**src/inc/dcsp_pkg.sv**
```systemverilog
// dcsp_pkg: constants, state types and field layout of the dual channel serial port
// assumes one 50 MHz clock, a synchronous reset and the plain register port
package dcsp_pkg;
	localparam int unsigned CH_N       = 2;
	localparam int unsigned AW         = 9;
	localparam int unsigned CH_SEL_BIT = 8;

	localparam logic [7:0] OFS_DATA = 8'h00;
	localparam logic [7:0] OFS_CTRL = 8'h04;
	localparam logic [7:0] OFS_STAT = 8'h08;
	localparam logic [7:0] OFS_DIV  = 8'h0C;
	localparam logic [7:0] OFS_EN   = 8'h10;
	localparam logic [7:0] OFS_DLY  = 8'h14;
	localparam logic [7:0] OFS_MASK = 8'h18;

	localparam logic [18:0] CTRL_RST = 19'h0_1020;
	localparam logic [15:0] DIV_RST  = 16'h00FF;
	localparam logic [23:0] DLY_RST  = 24'h01_0101;
	localparam logic [5:0]  STAT_RST = 6'h06;
	localparam logic [16:0] RXD_RST  = 17'h0_0000;

	localparam int unsigned CB_SZ    = 0;
	localparam int unsigned CB_CLOCK_POLARITY  = 2;
	localparam int unsigned CB_CLOCK_PHASE  = 3;
	localparam int unsigned CB_MSB_FIRST  = 4;
	localparam int unsigned CB_MS    = 5;
	localparam int unsigned CB_SELECT_POLARITY = 8;
	localparam int unsigned CB_SSMSK = 10;
	localparam int unsigned CB_LOOP  = 11;
	localparam int unsigned CB_SELECT_OUTPUT_LEVEL = 12;
	localparam int unsigned CB_SELECT_DRIVE_MODE = 13;
	localparam int unsigned CB_RXFL  = 19;
	localparam int unsigned CB_TXFL  = 20;

	localparam int unsigned SB_RXRDY = 0;
	localparam int unsigned SB_OVR   = 3;
	localparam int unsigned SB_SSCHG = 4;
	localparam int unsigned SB_TXDN  = 5;

	localparam int unsigned DL_START = 0;
	localparam int unsigned DL_BURST = 8;
	localparam int unsigned DL_STOP  = 16;

	typedef enum logic [2:0] {ST_IDLE, ST_START, ST_SHIFT, ST_BURST, ST_STOP} dcsp_st_t;

	typedef struct packed {
		logic [18:0] ctrl;
		logic [15:0] div;
		logic        en;
		logic [23:0] dly;
		logic [5:0]  mask;
		logic        rxrdy;
		logic        ovr;
		logic        sschg;
		logic        txdone;
		logic [16:0] txh;
		logic        txv;
		logic [16:0] rxd;
		logic [16:0] tsh;
		logic [16:0] rsh;
		dcsp_st_t    st;
		logic [5:0]  ecnt;
		logic [7:0]  dcnt;
		logic        sck;
		logic        ss;
		logic        mosi;
		logic        miso;
		logic        mst_oe;
		logic        miso_oe;
		logic        sck_in;
		logic        sel_q;
		logic        dtx;
		logic        drx;
	} dcsp_ch_t;

	typedef struct packed {
		dcsp_ch_t [CH_N-1:0] ch;
		logic [31:0]         rdata;
		logic                irq;
	} dcsp_top_st_t;
endpackage : dcsp_pkg

```
**src/rtl/dcsp_tick.sv**
```systemverilog
// dcsp_tick: half-period tick of one channel's serial clock and delays
// assumes div_i is held stable while run_i is high
`timescale 1ns/1ps
`default_nettype none
module dcsp_tick (
	input  wire logic        mclk_i,
	input  wire logic        sys_rst_i,
	input  wire logic        run_i,
	input  wire logic [15:0] div_i,
	output logic             tick_o
);
	import dcsp_pkg::*;

	typedef struct packed {
		logic [15:0] cnt;
		logic        tick;
	} dcsp_tick_t;

	dcsp_tick_t q;
	dcsp_tick_t d;

	// greater-or-equal so that a smaller divisor written mid-count cannot overrun
	always_comb begin
		d = q;
		d.tick = 1'b0;
		if (!run_i) begin
			d.cnt = 16'h0000;
		end else if (q.cnt >= div_i) begin
			d.cnt = 16'h0000;
			d.tick = 1'b1;
		end else begin
			d.cnt = q.cnt + 16'h0001;
		end
	end

	always_ff @(posedge mclk_i) begin
		if (sys_rst_i) begin
			q <= '0;
		end else begin
			q <= d;
		end
	end

	assign tick_o = q.tick;
endmodule : dcsp_tick
`default_nettype wire

```
**src/rtl/dcsp_top.sv**
```systemverilog
// dcsp_top: two channel synchronous serial port with its register file
// assumes pins already synchronous to mclk_i and a bus master that never waits
`timescale 1ns/1ps
`default_nettype none
module dcsp_top (
	input  wire logic                           mclk_i,
	input  wire logic                           sys_rst_i,
	input  wire logic [dcsp_pkg::AW-1:0]        addr_i,
	input  wire logic [31:0]                    wdata_i,
	input  wire logic                           wr_i,
	input  wire logic                           rd_i,
	output logic      [31:0]                    rdata_o,
	output logic                                irq_o,
	input  wire logic [dcsp_pkg::CH_N-1:0]      ss_i,
	input  wire logic [dcsp_pkg::CH_N-1:0]      sck_i,
	input  wire logic [dcsp_pkg::CH_N-1:0]      mosi_i,
	input  wire logic [dcsp_pkg::CH_N-1:0]      miso_i,
	output logic      [dcsp_pkg::CH_N-1:0]      ss_o,
	output logic      [dcsp_pkg::CH_N-1:0]      ss_oe_o,
	output logic      [dcsp_pkg::CH_N-1:0]      sck_o,
	output logic      [dcsp_pkg::CH_N-1:0]      sck_oe_o,
	output logic      [dcsp_pkg::CH_N-1:0]      mosi_o,
	output logic      [dcsp_pkg::CH_N-1:0]      mosi_oe_o,
	output logic      [dcsp_pkg::CH_N-1:0]      miso_o,
	output logic      [dcsp_pkg::CH_N-1:0]      miso_oe_o,
	output logic      [dcsp_pkg::CH_N-1:0]      dma_tx_req_o,
	output logic      [dcsp_pkg::CH_N-1:0]      dma_rx_req_o
);
	import dcsp_pkg::*;

	function automatic logic [4:0] flen(input logic [1:0] sz);
		case (sz)
			2'h0:    flen = 5'd8;
			2'h1:    flen = 5'd9;
			2'h2:    flen = 5'd16;
			default: flen = 5'd17;
		endcase
	endfunction : flen

	function automatic logic [5:0] stv(input dcsp_ch_t x);
		stv = {x.txdone, x.sschg, x.ovr, x.st == ST_IDLE, ~x.txv, x.rxrdy};
	endfunction : stv

	function automatic dcsp_top_st_t rstv();
		dcsp_top_st_t r;
		r = '0;
		for (int c = 0; c < CH_N; c++) begin
			r.ch[c].ctrl = CTRL_RST;
			r.ch[c].div = DIV_RST;
			r.ch[c].dly = DLY_RST;
			r.ch[c].rxd = RXD_RST;
			r.ch[c].sck = CTRL_RST[CB_CLOCK_POLARITY];
			r.ch[c].ss = ~CTRL_RST[CB_SELECT_POLARITY];
		end
		rstv = r;
	endfunction : rstv

	localparam dcsp_top_st_t RST_ST = rstv();

	dcsp_top_st_t       q;
	dcsp_top_st_t       d;
	logic [CH_N-1:0]    fin;
	logic [CH_N-1:0]    sel;
	logic [CH_N-1:0]    tick;

	logic        hit;
	logic [7:0]  ofs;
	logic [4:0]  n;
	logic [16:0] msk;
	logic [16:0] rl;
	logic        ms;
	logic        msb_first;
	logic        lead;
	logic        samp;
	logic        ev;
	logic        b;

	always_comb begin
		d = q;
		hit = 1'b0;
		ofs = addr_i[7:0];
		n = 5'd8;
		msk = 17'h0_0000;
		rl = 17'h0_0000;
		ms = 1'b0;
		msb_first = 1'b0;
		lead = 1'b0;
		samp = 1'b0;
		ev = 1'b0;
		b = 1'b0;
		fin = '0;
		sel = '0;
		d.rdata = 32'h0000_0000;
		d.irq = 1'b0;
		for (int c = 0; c < CH_N; c++) begin
			hit = (addr_i[CH_SEL_BIT] == c[0]);
			n = flen(q.ch[c].ctrl[CB_SZ+:2]);
			msk = 17'h1_FFFF >> (5'd17 - n);
			ms = q.ch[c].ctrl[CB_MS];
			msb_first = q.ch[c].ctrl[CB_MSB_FIRST];
			ev = 1'b0;
			lead = 1'b0;

			// flag clears go first so that an engine event in the same cycle wins
			if (wr_i && hit && ofs == OFS_STAT) begin
				if (wdata_i[SB_RXRDY]) d.ch[c].rxrdy = 1'b0;
				if (wdata_i[SB_OVR]) d.ch[c].ovr = 1'b0;
				if (wdata_i[SB_SSCHG]) d.ch[c].sschg = 1'b0;
				if (wdata_i[SB_TXDN]) d.ch[c].txdone = 1'b0;
			end
			if (rd_i && hit) begin
				case (ofs)
					OFS_DATA: begin
						d.rdata = {15'h0000, q.ch[c].rxd};
						d.ch[c].rxrdy = 1'b0;
					end
					OFS_CTRL: d.rdata = {13'h0000, q.ch[c].ctrl};
					OFS_STAT: d.rdata = {26'h000_0000, stv(q.ch[c])};
					OFS_DIV:  d.rdata = {16'h0000, q.ch[c].div};
					OFS_EN:   d.rdata = {31'h0000_0000, q.ch[c].en};
					OFS_DLY:  d.rdata = {8'h00, q.ch[c].dly};
					OFS_MASK: d.rdata = {26'h000_0000, q.ch[c].mask};
					default:  d.rdata = 32'h0000_0000;
				endcase
			end

			// loop-back takes the bit on its way out, so the pins cannot disturb reception
			if (q.ch[c].ctrl[CB_LOOP]) begin
				b = msb_first ? q.ch[c].tsh[n-1] : q.ch[c].tsh[0];
			end else begin
				b = ms ? miso_i[c] : mosi_i[c];
			end
			sel[c] = q.ch[c].ctrl[CB_SSMSK] | (ss_i[c] == q.ch[c].ctrl[CB_SELECT_POLARITY]);
			d.ch[c].sck_in = sck_i[c];
			d.ch[c].sel_q = sel[c];

			if (!q.ch[c].en) begin
				d.ch[c].st = ST_IDLE;
				d.ch[c].ecnt = 6'h00;
			end else if (ms) begin
				case (q.ch[c].st)
					ST_IDLE: begin
						if (q.ch[c].txv) begin
							d.ch[c].tsh = q.ch[c].txh;
							d.ch[c].txv = 1'b0;
							d.ch[c].ecnt = 6'h00;
							d.ch[c].st = ST_START;
							d.ch[c].dcnt = q.ch[c].dly[DL_START+:8];
						end
					end
					ST_START, ST_BURST: begin
						if (tick[c]) begin
							if (q.ch[c].dcnt == 8'h00) begin
								d.ch[c].st = ST_SHIFT;
							end else begin
								d.ch[c].dcnt = q.ch[c].dcnt - 8'h01;
							end
						end
					end
					ST_SHIFT: begin
						if (tick[c]) begin
							ev = 1'b1;
							lead = ~q.ch[c].ecnt[0];
							d.ch[c].sck = ~q.ch[c].sck;
						end
					end
					ST_STOP: begin
						if (tick[c]) begin
							if (q.ch[c].dcnt == 8'h00) begin
								d.ch[c].st = ST_IDLE;
							end else begin
								d.ch[c].dcnt = q.ch[c].dcnt - 8'h01;
							end
						end
					end
					default: d.ch[c].st = ST_IDLE;
				endcase
			end else begin
				if (sel[c] != q.ch[c].sel_q) d.ch[c].sschg = 1'b1;
				if (!sel[c]) begin
					d.ch[c].st = ST_IDLE;
					d.ch[c].ecnt = 6'h00;
				end else if (q.ch[c].st != ST_SHIFT) begin
					// an empty holding register shifts out zeros rather than stale data
					d.ch[c].tsh = q.ch[c].txv ? q.ch[c].txh : 17'h0_0000;
					d.ch[c].txv = 1'b0;
					d.ch[c].ecnt = 6'h00;
					d.ch[c].st = ST_SHIFT;
				end else if (sck_i[c] != q.ch[c].sck_in) begin
					ev = 1'b1;
					lead = (sck_i[c] != q.ch[c].ctrl[CB_CLOCK_POLARITY]);
				end
			end

			samp = lead ^ q.ch[c].ctrl[CB_CLOCK_PHASE];
			if (ev) begin
				rl = q.ch[c].rsh >> 1;
				rl[n-1] = b;
				if (samp) begin
					d.ch[c].rsh = msb_first ? {q.ch[c].rsh[15:0], b} : rl;
				end else if (q.ch[c].ecnt != 6'h00) begin
					d.ch[c].tsh = msb_first ? {q.ch[c].tsh[15:0], 1'b0} : {1'b0, q.ch[c].tsh[16:1]};
				end
				d.ch[c].ecnt = q.ch[c].ecnt + 6'h01;
				fin[c] = (q.ch[c].ecnt == {n, 1'b0} - 6'h01);
			end
			if (fin[c]) begin
				d.ch[c].rxd = d.ch[c].rsh & msk;
				d.ch[c].rxrdy = 1'b1;
				if (q.ch[c].rxrdy) d.ch[c].ovr = 1'b1;
				d.ch[c].ecnt = 6'h00;
				if (!ms) begin
					d.ch[c].st = ST_IDLE;
				end else if (q.ch[c].txv) begin
					d.ch[c].tsh = q.ch[c].txh;
					d.ch[c].txv = 1'b0;
					d.ch[c].rsh = 17'h0_0000;
					d.ch[c].st = ST_BURST;
					d.ch[c].dcnt = q.ch[c].dly[DL_BURST+:8];
				end else begin
					d.ch[c].st = ST_STOP;
					d.ch[c].dcnt = q.ch[c].dly[DL_STOP+:8];
					d.ch[c].txdone = 1'b1;
				end
			end

			// writes after the engine, so a word written while one is loaded is kept
			if (wr_i && hit) begin
				case (ofs)
					OFS_DATA: begin
						d.ch[c].txh = wdata_i[16:0];
						d.ch[c].txv = 1'b1;
					end
					OFS_CTRL: begin
						d.ch[c].ctrl = wdata_i[18:0];
						if (wdata_i[CB_TXFL]) d.ch[c].txv = 1'b0;
						if (wdata_i[CB_RXFL]) begin
							d.ch[c].rxd = RXD_RST;
							d.ch[c].rxrdy = 1'b0;
						end
					end
					OFS_DIV:  d.ch[c].div = wdata_i[15:0];
					OFS_EN:   d.ch[c].en = wdata_i[0];
					OFS_DLY:  d.ch[c].dly = wdata_i[23:0];
					OFS_MASK: d.ch[c].mask = wdata_i[5:0];
					default:  d.ch[c].mask = d.ch[c].mask;
				endcase
			end

			// pin drivers, all taken from the next state so they leave a flip-flop
			if (!d.ch[c].ctrl[CB_MS] || d.ch[c].st != ST_SHIFT) begin
				d.ch[c].sck = d.ch[c].ctrl[CB_CLOCK_POLARITY];
			end
			if (d.ch[c].ctrl[CB_SELECT_DRIVE_MODE]) begin
				d.ch[c].ss = d.ch[c].ctrl[CB_SELECT_OUTPUT_LEVEL];
			end else begin
				d.ch[c].ss = (d.ch[c].st != ST_IDLE) ~^ d.ch[c].ctrl[CB_SELECT_POLARITY];
			end
			d.ch[c].mosi = msb_first ? d.ch[c].tsh[n-1] : d.ch[c].tsh[0];
			d.ch[c].miso = d.ch[c].mosi;
			d.ch[c].mst_oe = d.ch[c].en & d.ch[c].ctrl[CB_MS];
			d.ch[c].miso_oe = d.ch[c].en & ~d.ch[c].ctrl[CB_MS] & sel[c];
			d.ch[c].dtx = d.ch[c].en & ~d.ch[c].txv;
			d.ch[c].drx = d.ch[c].rxrdy;
			d.irq = d.irq | (|(stv(d.ch[c]) & d.ch[c].mask));
		end
	end

	always_ff @(posedge mclk_i) begin
		if (sys_rst_i) begin
			q <= RST_ST;
		end else begin
			q <= d;
		end
	end

	genvar g;
	generate
		for (g = 0; g < CH_N; g++) begin : g_ch
			dcsp_tick u_tick (
				.mclk_i    (mclk_i),
				.sys_rst_i (sys_rst_i),
				.run_i     (q.ch[g].en && q.ch[g].ctrl[CB_MS] && q.ch[g].st != ST_IDLE),
				.div_i     (q.ch[g].div),
				.tick_o    (tick[g])
			);
			assign ss_o[g] = q.ch[g].ss;
			assign ss_oe_o[g] = q.ch[g].mst_oe;
			assign sck_o[g] = q.ch[g].sck;
			assign sck_oe_o[g] = q.ch[g].mst_oe;
			assign mosi_o[g] = q.ch[g].mosi;
			assign mosi_oe_o[g] = q.ch[g].mst_oe;
			assign miso_o[g] = q.ch[g].miso;
			assign miso_oe_o[g] = q.ch[g].miso_oe;
			assign dma_tx_req_o[g] = q.ch[g].dtx;
			assign dma_rx_req_o[g] = q.ch[g].drx;
		end
	endgenerate

	assign rdata_o = q.rdata;
	assign irq_o = q.irq;

	chk_enable_readback: assert property (
		@(posedge mclk_i) disable iff (sys_rst_i)
		rd_i && !addr_i[CH_SEL_BIT] && addr_i[7:0] == OFS_EN
		|=> rdata_o == {31'h0000_0000, $past(q.ch[0].en)}
	) else $error("enable read back wrong");

	chk_reset_ctrl: assert property (
		@(posedge mclk_i) disable iff (sys_rst_i)
		$fell(sys_rst_i) |-> q.ch[1].ctrl == CTRL_RST && q.ch[1].div == DIV_RST
	) else $error("control or divider reset value wrong");

	chk_reset_status: assert property (
		@(posedge mclk_i) disable iff (sys_rst_i)
		$fell(sys_rst_i) |-> stv(q.ch[0]) == STAT_RST && q.ch[0].dly == DLY_RST
			&& q.ch[0].rxd == RXD_RST && !q.ch[0].en
	) else $error("status, delay or data reset value wrong");

	chk_tx_flush: assert property (
		@(posedge mclk_i) disable iff (sys_rst_i)
		wr_i && !addr_i[CH_SEL_BIT] && addr_i[7:0] == OFS_CTRL && wdata_i[CB_TXFL]
		|=> !q.ch[0].txv
	) else $error("transmit holding not flushed");

	chk_pin_roles: assert property (
		@(posedge mclk_i) disable iff (sys_rst_i)
		(q.ch[0].en && q.ch[0].ctrl[CB_MS]) == (sck_oe_o[0] && mosi_oe_o[0] && ss_oe_o[0])
	) else $error("master pins not driven by mode");

	chk_miso_slave: assert property (
		@(posedge mclk_i) disable iff (sys_rst_i)
		miso_oe_o[0] |-> !mosi_oe_o[0] && !sck_oe_o[0] && !q.ch[0].ctrl[CB_MS]
	) else $error("master-in driven outside slave mode");

	chk_frame_done: assert property (
		@(posedge mclk_i) disable iff (sys_rst_i)
		fin[0] && !wr_i |=> q.ch[0].rxrdy && dma_rx_req_o[0]
	) else $error("received frame not flagged");

	chk_sck_quiet: assert property (
		@(posedge mclk_i) disable iff (sys_rst_i)
		$changed(sck_o[0]) && $stable(q.ch[0].ctrl) && $past(q.ch[0].ctrl[CB_MS])
		|-> $past(q.ch[0].st) == ST_SHIFT || !q.ch[0].en
	) else $error("serial clock moved outside a frame");

	chk_select_active: assert property (
		@(posedge mclk_i) disable iff (sys_rst_i)
		q.ch[0].ctrl[CB_MS] && !q.ch[0].ctrl[CB_SELECT_DRIVE_MODE] && q.ch[0].st != ST_IDLE
		|-> ss_o[0] == q.ch[0].ctrl[CB_SELECT_POLARITY]
	) else $error("select not active during frame");

	chk_start_delay: assert property (
		@(posedge mclk_i) disable iff (sys_rst_i)
		$rose(q.ch[0].st == ST_START) && $stable(q.ch[0].dly)
		|-> q.ch[0].dcnt == q.ch[0].dly[DL_START+:8]
	) else $error("start delay not loaded");
endmodule : dcsp_top
`default_nettype wire

```
**config.mk**
```make
export PLATFORM = sky130hd
export DESIGN_NAME = dcsp_top
export DESIGN_NICKNAME = d
export VERILOG_FILES = /design/src/inc/dcsp_pkg.sv /design/src/rtl/dcsp_tick.sv /design/src/rtl/dcsp_top.sv
export SDC_FILE = /design/constraint.sdc
export NUM_CORES = 1
export LEC_CHECK = 0
export BUFFER_PORTS_ARGS = -buffer_cell sky130_fd_sc_hd__buf_4
export CAP_MARGIN = 5
export CORE_ASPECT_RATIO = 0.6
export CORE_MARGIN = 8
export CORE_UTILIZATION = 50
export CTS_CLUSTER_DIAMETER = 40
export CTS_CLUSTER_SIZE = 28
export DETAILED_ROUTE_END_ITERATION = 8
export PLACE_DENSITY_LB_ADDON = 0.15
export SLEW_MARGIN = 0
export SYNTH_ARGS = -nofsm -noshare
export SYNTH_HDL_FRONTEND = slang
export SYNTH_HIERARCHICAL = 1
export SYNTH_SLANG_ARGS = --single-unit
```
**constraint.sdc**
```tcl
create_clock -name mclk_i -period 7.5 [get_ports mclk_i]
set_clock_uncertainty 0.05 [all_clocks]
set_input_delay 0.375 -clock mclk_i [delete_from_list [all_inputs] [get_ports mclk_i]]
set_output_delay 0.375 -clock mclk_i [all_outputs]
set_load 0.05 [all_outputs]
```
==> results.ini, run 1 <==
[critical_path]
arrival_ps=4750
crit_buf_inv=1
cpPeakStageDelay_ps=700
cp_max_fo=19
slowest_stage=o211a_1
critPathTopFamily=compound AO/OA/AOI/OAI gates
path_cells=inv_1 -> ha_1 -> xor2_1 -> a2111oi_4 -> o211a_1 -> nand2_2 -> and3_1 -> a221oi_2 -> mux2i_1 -> a221oi_1 -> a221oi_1
cp-end-kind=flip-flop
crit_type=flip-flop to flip-flop
crit_top_cell=a221oi_1
crit_path_start_kind=flip-flop
worstPathRequired_ps=7840

[final_layout]
area_growth_pct=9.88
multiInputGateArea_um2=10800
top_register=q
largest_reg_flops=312
drive_gt1_frac=0.119
nets=2494
fillers=3656
seq_area_um2=7750

[yosys]
synthAdderAreaFrac=0.0366
synthTopCellsByArea=dfxtp_1 (39%), nand2_1 (8.5%), a21oi_1 (5.9%), mux2i_1 (5.4%), nor2_1 (4.0%)
ys.flop_type=dfxtp_1
synth.largest_area_cell=dfxtp_1
synth_top_family_by_area=simple AND/OR/NAND/NOR gates
netlist_area_um2=19800
synth-compound-area-share=0.199
synth_most_common_cell=nand2_1
synthMuxAreaShare=0.0687
ys_seq_elements=387
synth.distinct_cells=94
synth_edf_count=0
synthXorXnorAreaFrac=0.0247
syn_avg_cell_area_um2=8.15
ys_warn_count=6
synthTopCellsByCount=nand2_1 (450), dfxtp_1 (387), a21oi_1 (234), nor2_1 (212), clkbuf_1 (134)
synthArstFlopShare=0
synth-simple-area-share=0.212
ys_seq_area_frac=0.390
synthesis.instances=2433
yosysTopAreaCellShare=0.390

[timing]
clock.fmax_mhz=226
finalSetupViolCount=0
rsz0062_at_grt=false
finalWorstSetupSlack_ps=3080
fin_crit_ps=4420
slew_viol_final=0
whs_ps=26.0
max-slew-margin-rel=0.160
tightest_slew_ps=1260
fin_crit_sh=0.589
fin_setup_tns_ps=0
finalHoldViolCount=0

[placed_design]
place_congestion=0.967
dpl.hpwl_um=46600
portBuffers=89
preCtsSetupSlack_ps=3150

[floorplanning]
initial_utilization=0.507
die_h_um=170
die_w_um=273
ioPinCount=106
dieArea_um2=46500
rows=56
coreArea_um2=39100

[job]
cap_viol_max_count=0

[detailed_routing]
viasPerCell=6.11
drtIter0Drc=2382
vias=17949
drt_wl_total_um=65500
ant_nets=0
drc=0
wl_per_cell_um=22.3
drt_first_pass_iters=7

[global_route]
grt_pass1_wl_um=99500
antenna_found_initial=1
grtUsageTotal=0.271
grt_pass1_vias=16530
grt_overflow=0
grt_max_degree=85

[clocking]
post-cts-setup-buffers=0
clk_pin_slew_ps=70
cts_max_level=2
worstSkewPairLatency_ps=560
cts.sinks=387
clockBufferDepth=3
cts.repair.resized=0
tritoncts=done
cts_buffers=42
hold_buffers=0
cts-root-buf=clkbuf_16

[run_status]
outcome=finished, final reports clean

[worst_hold_path]
min_path_type=input pin to flip-flop

[power]
power_uw=4410
p_per_area_nw_per_um2=202
p_leak_uw=0.00772
irDropWorstVdd_v=0.000199

[final cells by class]
cell class,count,share of cell area
sequential,387,0.355
inverter,64,0.0110
clock inverter,32,0.0172
multi-input combinational,1773,0.496
timing repair buffer,115,0.0398
antenna,1,0.000115
clock buffer,45,0.0506
tap,522,0.0300
[where the power goes]
part	leakage [uW]	total, uW	internal (uW)	switching, uW
sequential	0.00312	2060	2060	1.64
combinational	0.00389	146	32.1	114
clock	0.000715	2210	1220	989
total	0.00772	4410	3310	1100
[metrics by stage]
stage | std cells | utilization | instance area, um2
CTS | 2938 | 0.558 | 21800
global placement | 2861 | 0.520 | 20300
global route | 2938 | 0.558 | 21800
finish | 2939 | 0.558 | 21800
floorplan | 2440 | - | 19900
detailed placement | 2861 | 0.520 | 20300
[cell usage in the layout (no fill, tap or decap), drive strengths merged, types with 50 or more instances in the layout]
| cell | count |
|---|---|
| o21ai | 54 |
| inv | 76 |
| nor2 | 234 |
| nand3 | 76 |
| a21oi | 238 |
| dfxtp | 387 |
| buf | 115 |
| ha | 58 |
| mux2i | 107 |
| nand2 | 452 |
| a22oi | 50 |
[cells by family after synthesis]
logic type                 Yosys count
buffers and inverters              280
muxes                              131
AOI/OAI and AO/OA                  582
and+or+nand+nor                    938
DFF                                387
xor gates and xnor gates            56
other                                1
adders and majority gates           58
[per-layer routing]
metal  up-vias  share of wire  wire, um  track usage
li1       8389              -         -            -
met3       109           0.12      8060       0.0837
met2       894           0.39     25600        0.366
met5         -        0.00020        13            0
met4         2          0.021      1370       0.0661
met1      8555           0.46     30400        0.409
[worst paths after layout]
path,startpoint,endpoint,slack [ps],depth (start not counted)
hold / removal,sck_i[0],q[36]$_SDFF_PP0_,30,2
setup reg to reg,q[180]$_SDFFE_PP0P_,miso_o[0]$_SDFF_PP0_,3080,11
setup / recovery,q[180]$_SDFFE_PP0P_,miso_o[0]$_SDFF_PP0_,3080,11
hold reg to reg,q[360]$_SDFFE_PP0P_,q[360]$_SDFFE_PP0P_,410,2
Note: power is estimated with default switching activity, not from simulation.
==> run 2: changes to the inputs <==
==> constraint.sdc (replaced) <==
create_clock -name mclk_i -period 4 [get_ports mclk_i]
set_clock_uncertainty 0.05 [all_clocks]
set_input_delay 0.2 -clock mclk_i [delete_from_list [all_inputs] [get_ports mclk_i]]
set_output_delay 0.2 -clock mclk_i [all_outputs]
set_load 0.05 [all_outputs]
==> results.ini, run 2 (synthesized netlist as in run 1, its figures left out) <==
[critical_path]
cpPeakStageDelay_ps=580  ; was 700 ps
crit_type=flip-flop to flip-flop  ; unchanged
arrival_ps=3840  ; was 4750 ps
rr_endpoint=miso_o[1]$_SDFF_PP0_  ; was miso_o[0]$_SDFF_PP0_
cp_max_fo=8  ; was 19
path_cells=or3b_2 -> a2111oi_0 -> or2_2 -> nand2_1 -> a211oi_2 -> mux2_2 -> a2111oi_0 -> nor2_1 -> o211ai_1  ; was inv_1 -> ha_1 -> xor2_1 -> a2111oi_4 -> o211a_1 -> nand2_2 -> and3_1 -> a221oi_2 -> mux2i_1 -> a221oi_1 -> a221oi_1
crit_path_start_kind=flip-flop  ; unchanged
cp-end-kind=flip-flop  ; unchanged
r2r_slack_ps=600  ; was 3080 ps
worstPathRequired_ps=4440  ; was 7840 ps
crit_top_cell=a2111oi_0  ; was a221oi_1
ff2ff_path_depth=9  ; was 11
r2r_start=q[224]$_SDFF_PP0_  ; was q[180]$_SDFFE_PP0P_
slowest_stage=a2111oi_0  ; was o211a_1

[global_route]
grt_pass1_vias=16846  ; was 16,530
grtUsageTotal=0.277  ; was 0.271
grt_overflow=0  ; unchanged
grt_use_met2=0.375  ; was 0.366
antenna_found_initial=1  ; unchanged
grt_pass1_wl_um=101000  ; was 99,500 um
gr-max-usage-layer=met1  ; unchanged
met1_usage=0.414  ; was 0.409
grtUsageMet3=0.0917  ; was 0.0837
grt_max_degree=80  ; was 85

[worst_hold_path]
hp-start=ss_i[1]  ; was sck_i[0]
hold_path_depth=4  ; was 2
hold_end=q[201]$_SDFF_PP0_  ; was q[36]$_SDFF_PP0_
min_path_type=input pin to flip-flop  ; unchanged

[timing]
tightest_slew_ps=1080  ; was 1260 ps
finalHoldViolCount=0  ; unchanged
clock.fmax_mhz=294  ; was 226 MHz
slew_viol_final=0  ; unchanged
fin_setup_tns_ps=0  ; unchanged
max-slew-margin-rel=0.277  ; was 0.160
rsz0062_at_grt=false  ; unchanged
fin_crit_sh=0.850  ; was 0.589
fin_crit_ps=3400  ; was 4420 ps
finalSetupViolCount=0  ; unchanged

[floorplanning]
coreArea_um2=39100  ; unchanged
die_h_um=170  ; unchanged
initial_utilization=0.507  ; unchanged
dieArea_um2=46500  ; unchanged
die_w_um=273  ; unchanged
rows=56  ; unchanged
ioPinCount=106  ; unchanged

[placed_design]
place_congestion=0.976  ; was 0.967
dp.cells=2894  ; was 2,861
dpl.hpwl_um=47600  ; was 46,600 um
portBuffers=89  ; unchanged

[final_layout]
top_register=q  ; unchanged
final_cell_count_no_fill=2999  ; was 2,939
final_common_cell=nand2_1  ; unchanged
drive_gt1_frac=0.127  ; was 0.119
largest_reg_flops=312  ; unchanged
final_util=0.572  ; was 0.558
diodes=0  ; was 1
layout_common_cells=nand2_1 (450), dfxtp_1 (385), a21oi_1 (233)  ; unchanged
nets=2555  ; was 2,494
area_growth_pct=12.8  ; was 9.88%

[clocking]
post-cts-setup-buffers=0  ; unchanged
cts_buffers=41  ; was 42
worstSkewPairLatency_ps=570  ; was 560 ps
cts.sinks=387  ; unchanged
cts.repair.resized=0  ; unchanged
cts-root-buf=clkbuf_16  ; unchanged
clk_pin_slew_ps=70  ; about the same
clockBufferDepth=3  ; unchanged
tritoncts=done  ; unchanged
cts_max_level=2  ; unchanged

[power]
p_per_area_nw_per_um2=375  ; was 202 nW/um2
p_leak_uw=0.00803  ; was 0.00772 uW
irDropWorstVdd_v=0.000334  ; was 0.000199 V

[detailed_routing]
drtIter0Drc=2567  ; was 2,382
ant_nets=0  ; unchanged
viasPerCell=6.12  ; was 6.11
vias=18350  ; was 17,949
drc=0  ; unchanged
drt_first_pass_iters=6  ; was 7
wl_per_cell_um=22.3  ; about the same
drt_wl_total_um=66900  ; was 65,500 um

[job]
cap_viol_max_count=0  ; unchanged

[run_status]
outcome=finished, final reports clean  ; unchanged

==> run 2: cell count changes in the layout (fill, tap and decap cells not counted), sizes merged <==
cell,before,now
inv,76,73
bufinv,3,4
clkinv,13,10
dlygate4sd3,0,29
buf,115,148
clkinvlp,4,3
clkbuf,45,50
diode,1,0
==> run 2: power by group <==
part	switching, uW	internal [uW]
Clock	1850	2380
Combinational	222	79.4
Sequential	3.15	3850
==> run 2: metrics by stage <==
step | worst slack, ps | total power (uW) | instance area [um2] | hold WS [ps]
4_1_cts | 679 | 8440 | 22400 | 34.8
6_report | 601 | 8390 | 22400 | 48.5
2_1_floorplan | 894 | 4100 | 19900 | 274
3_5_place_dp | 699 | 4210 | 20600 | 399
5_1_grt | 364 | 8620 | 22400 | 98.9
3_3_place_gp | 742 | 4210 | 20600 | 390
==> run 2: layout make-up <==
cell class | instances | area, um2
timing repair buffer | 177 | 1410
sequential | 387 | 7750
inverter | 64 | 240
tap | 522 | 653
clock buffer | 50 | 1130
fill | 3547 | 16700
multi-input combinational | 1773 | 10800
clock inverter | 26 | 388
==> run 2: worst max-delay path by stage <==
stage	start	endpoint	depth (start not counted)
floorplan	q[347]$_SDFFE_PP0P_	miso_o[1]$_SDFF_PP0_	13
global placement	q[347]$_SDFFE_PP0P_	irq_o$_SDFF_PP0_	11
detailed placement	q[347]$_SDFFE_PP0P_	irq_o$_SDFF_PP0_	11
CTS	q[347]$_SDFFE_PP0P_	irq_o$_SDFF_PP0_	11
global route	q[347]$_SDFFE_PP0P_	irq_o$_SDFF_PP0_	11
finish	q[224]$_SDFF_PP0_	miso_o[1]$_SDFF_PP0_	9
==> run 2: worst max-delay path, delay by kind of cell (launching register included) <==
family / cells / cell delay [ps]
AOI/OAI and AO/OA: 4 / 1440
muxes: 1 / 390
and+or+nand+nor: 4 / 1000
DFF: 1 / 440
==> run 2: timing repair <==
| action | in CTS | in global routing |
|---|---|---|
| setup endpoints to repair | 0 | 0 |
| hold buffers | 29 | 0 |
| endpoints found under the hold margin | 156 | 0 |
==> run 2: metal layers <==
layer  vias up  wire length, um
met5         -                8
li1       8509                -
met1      8823            30400
met4         2             1360
met3       103             8720
met2       913            26400
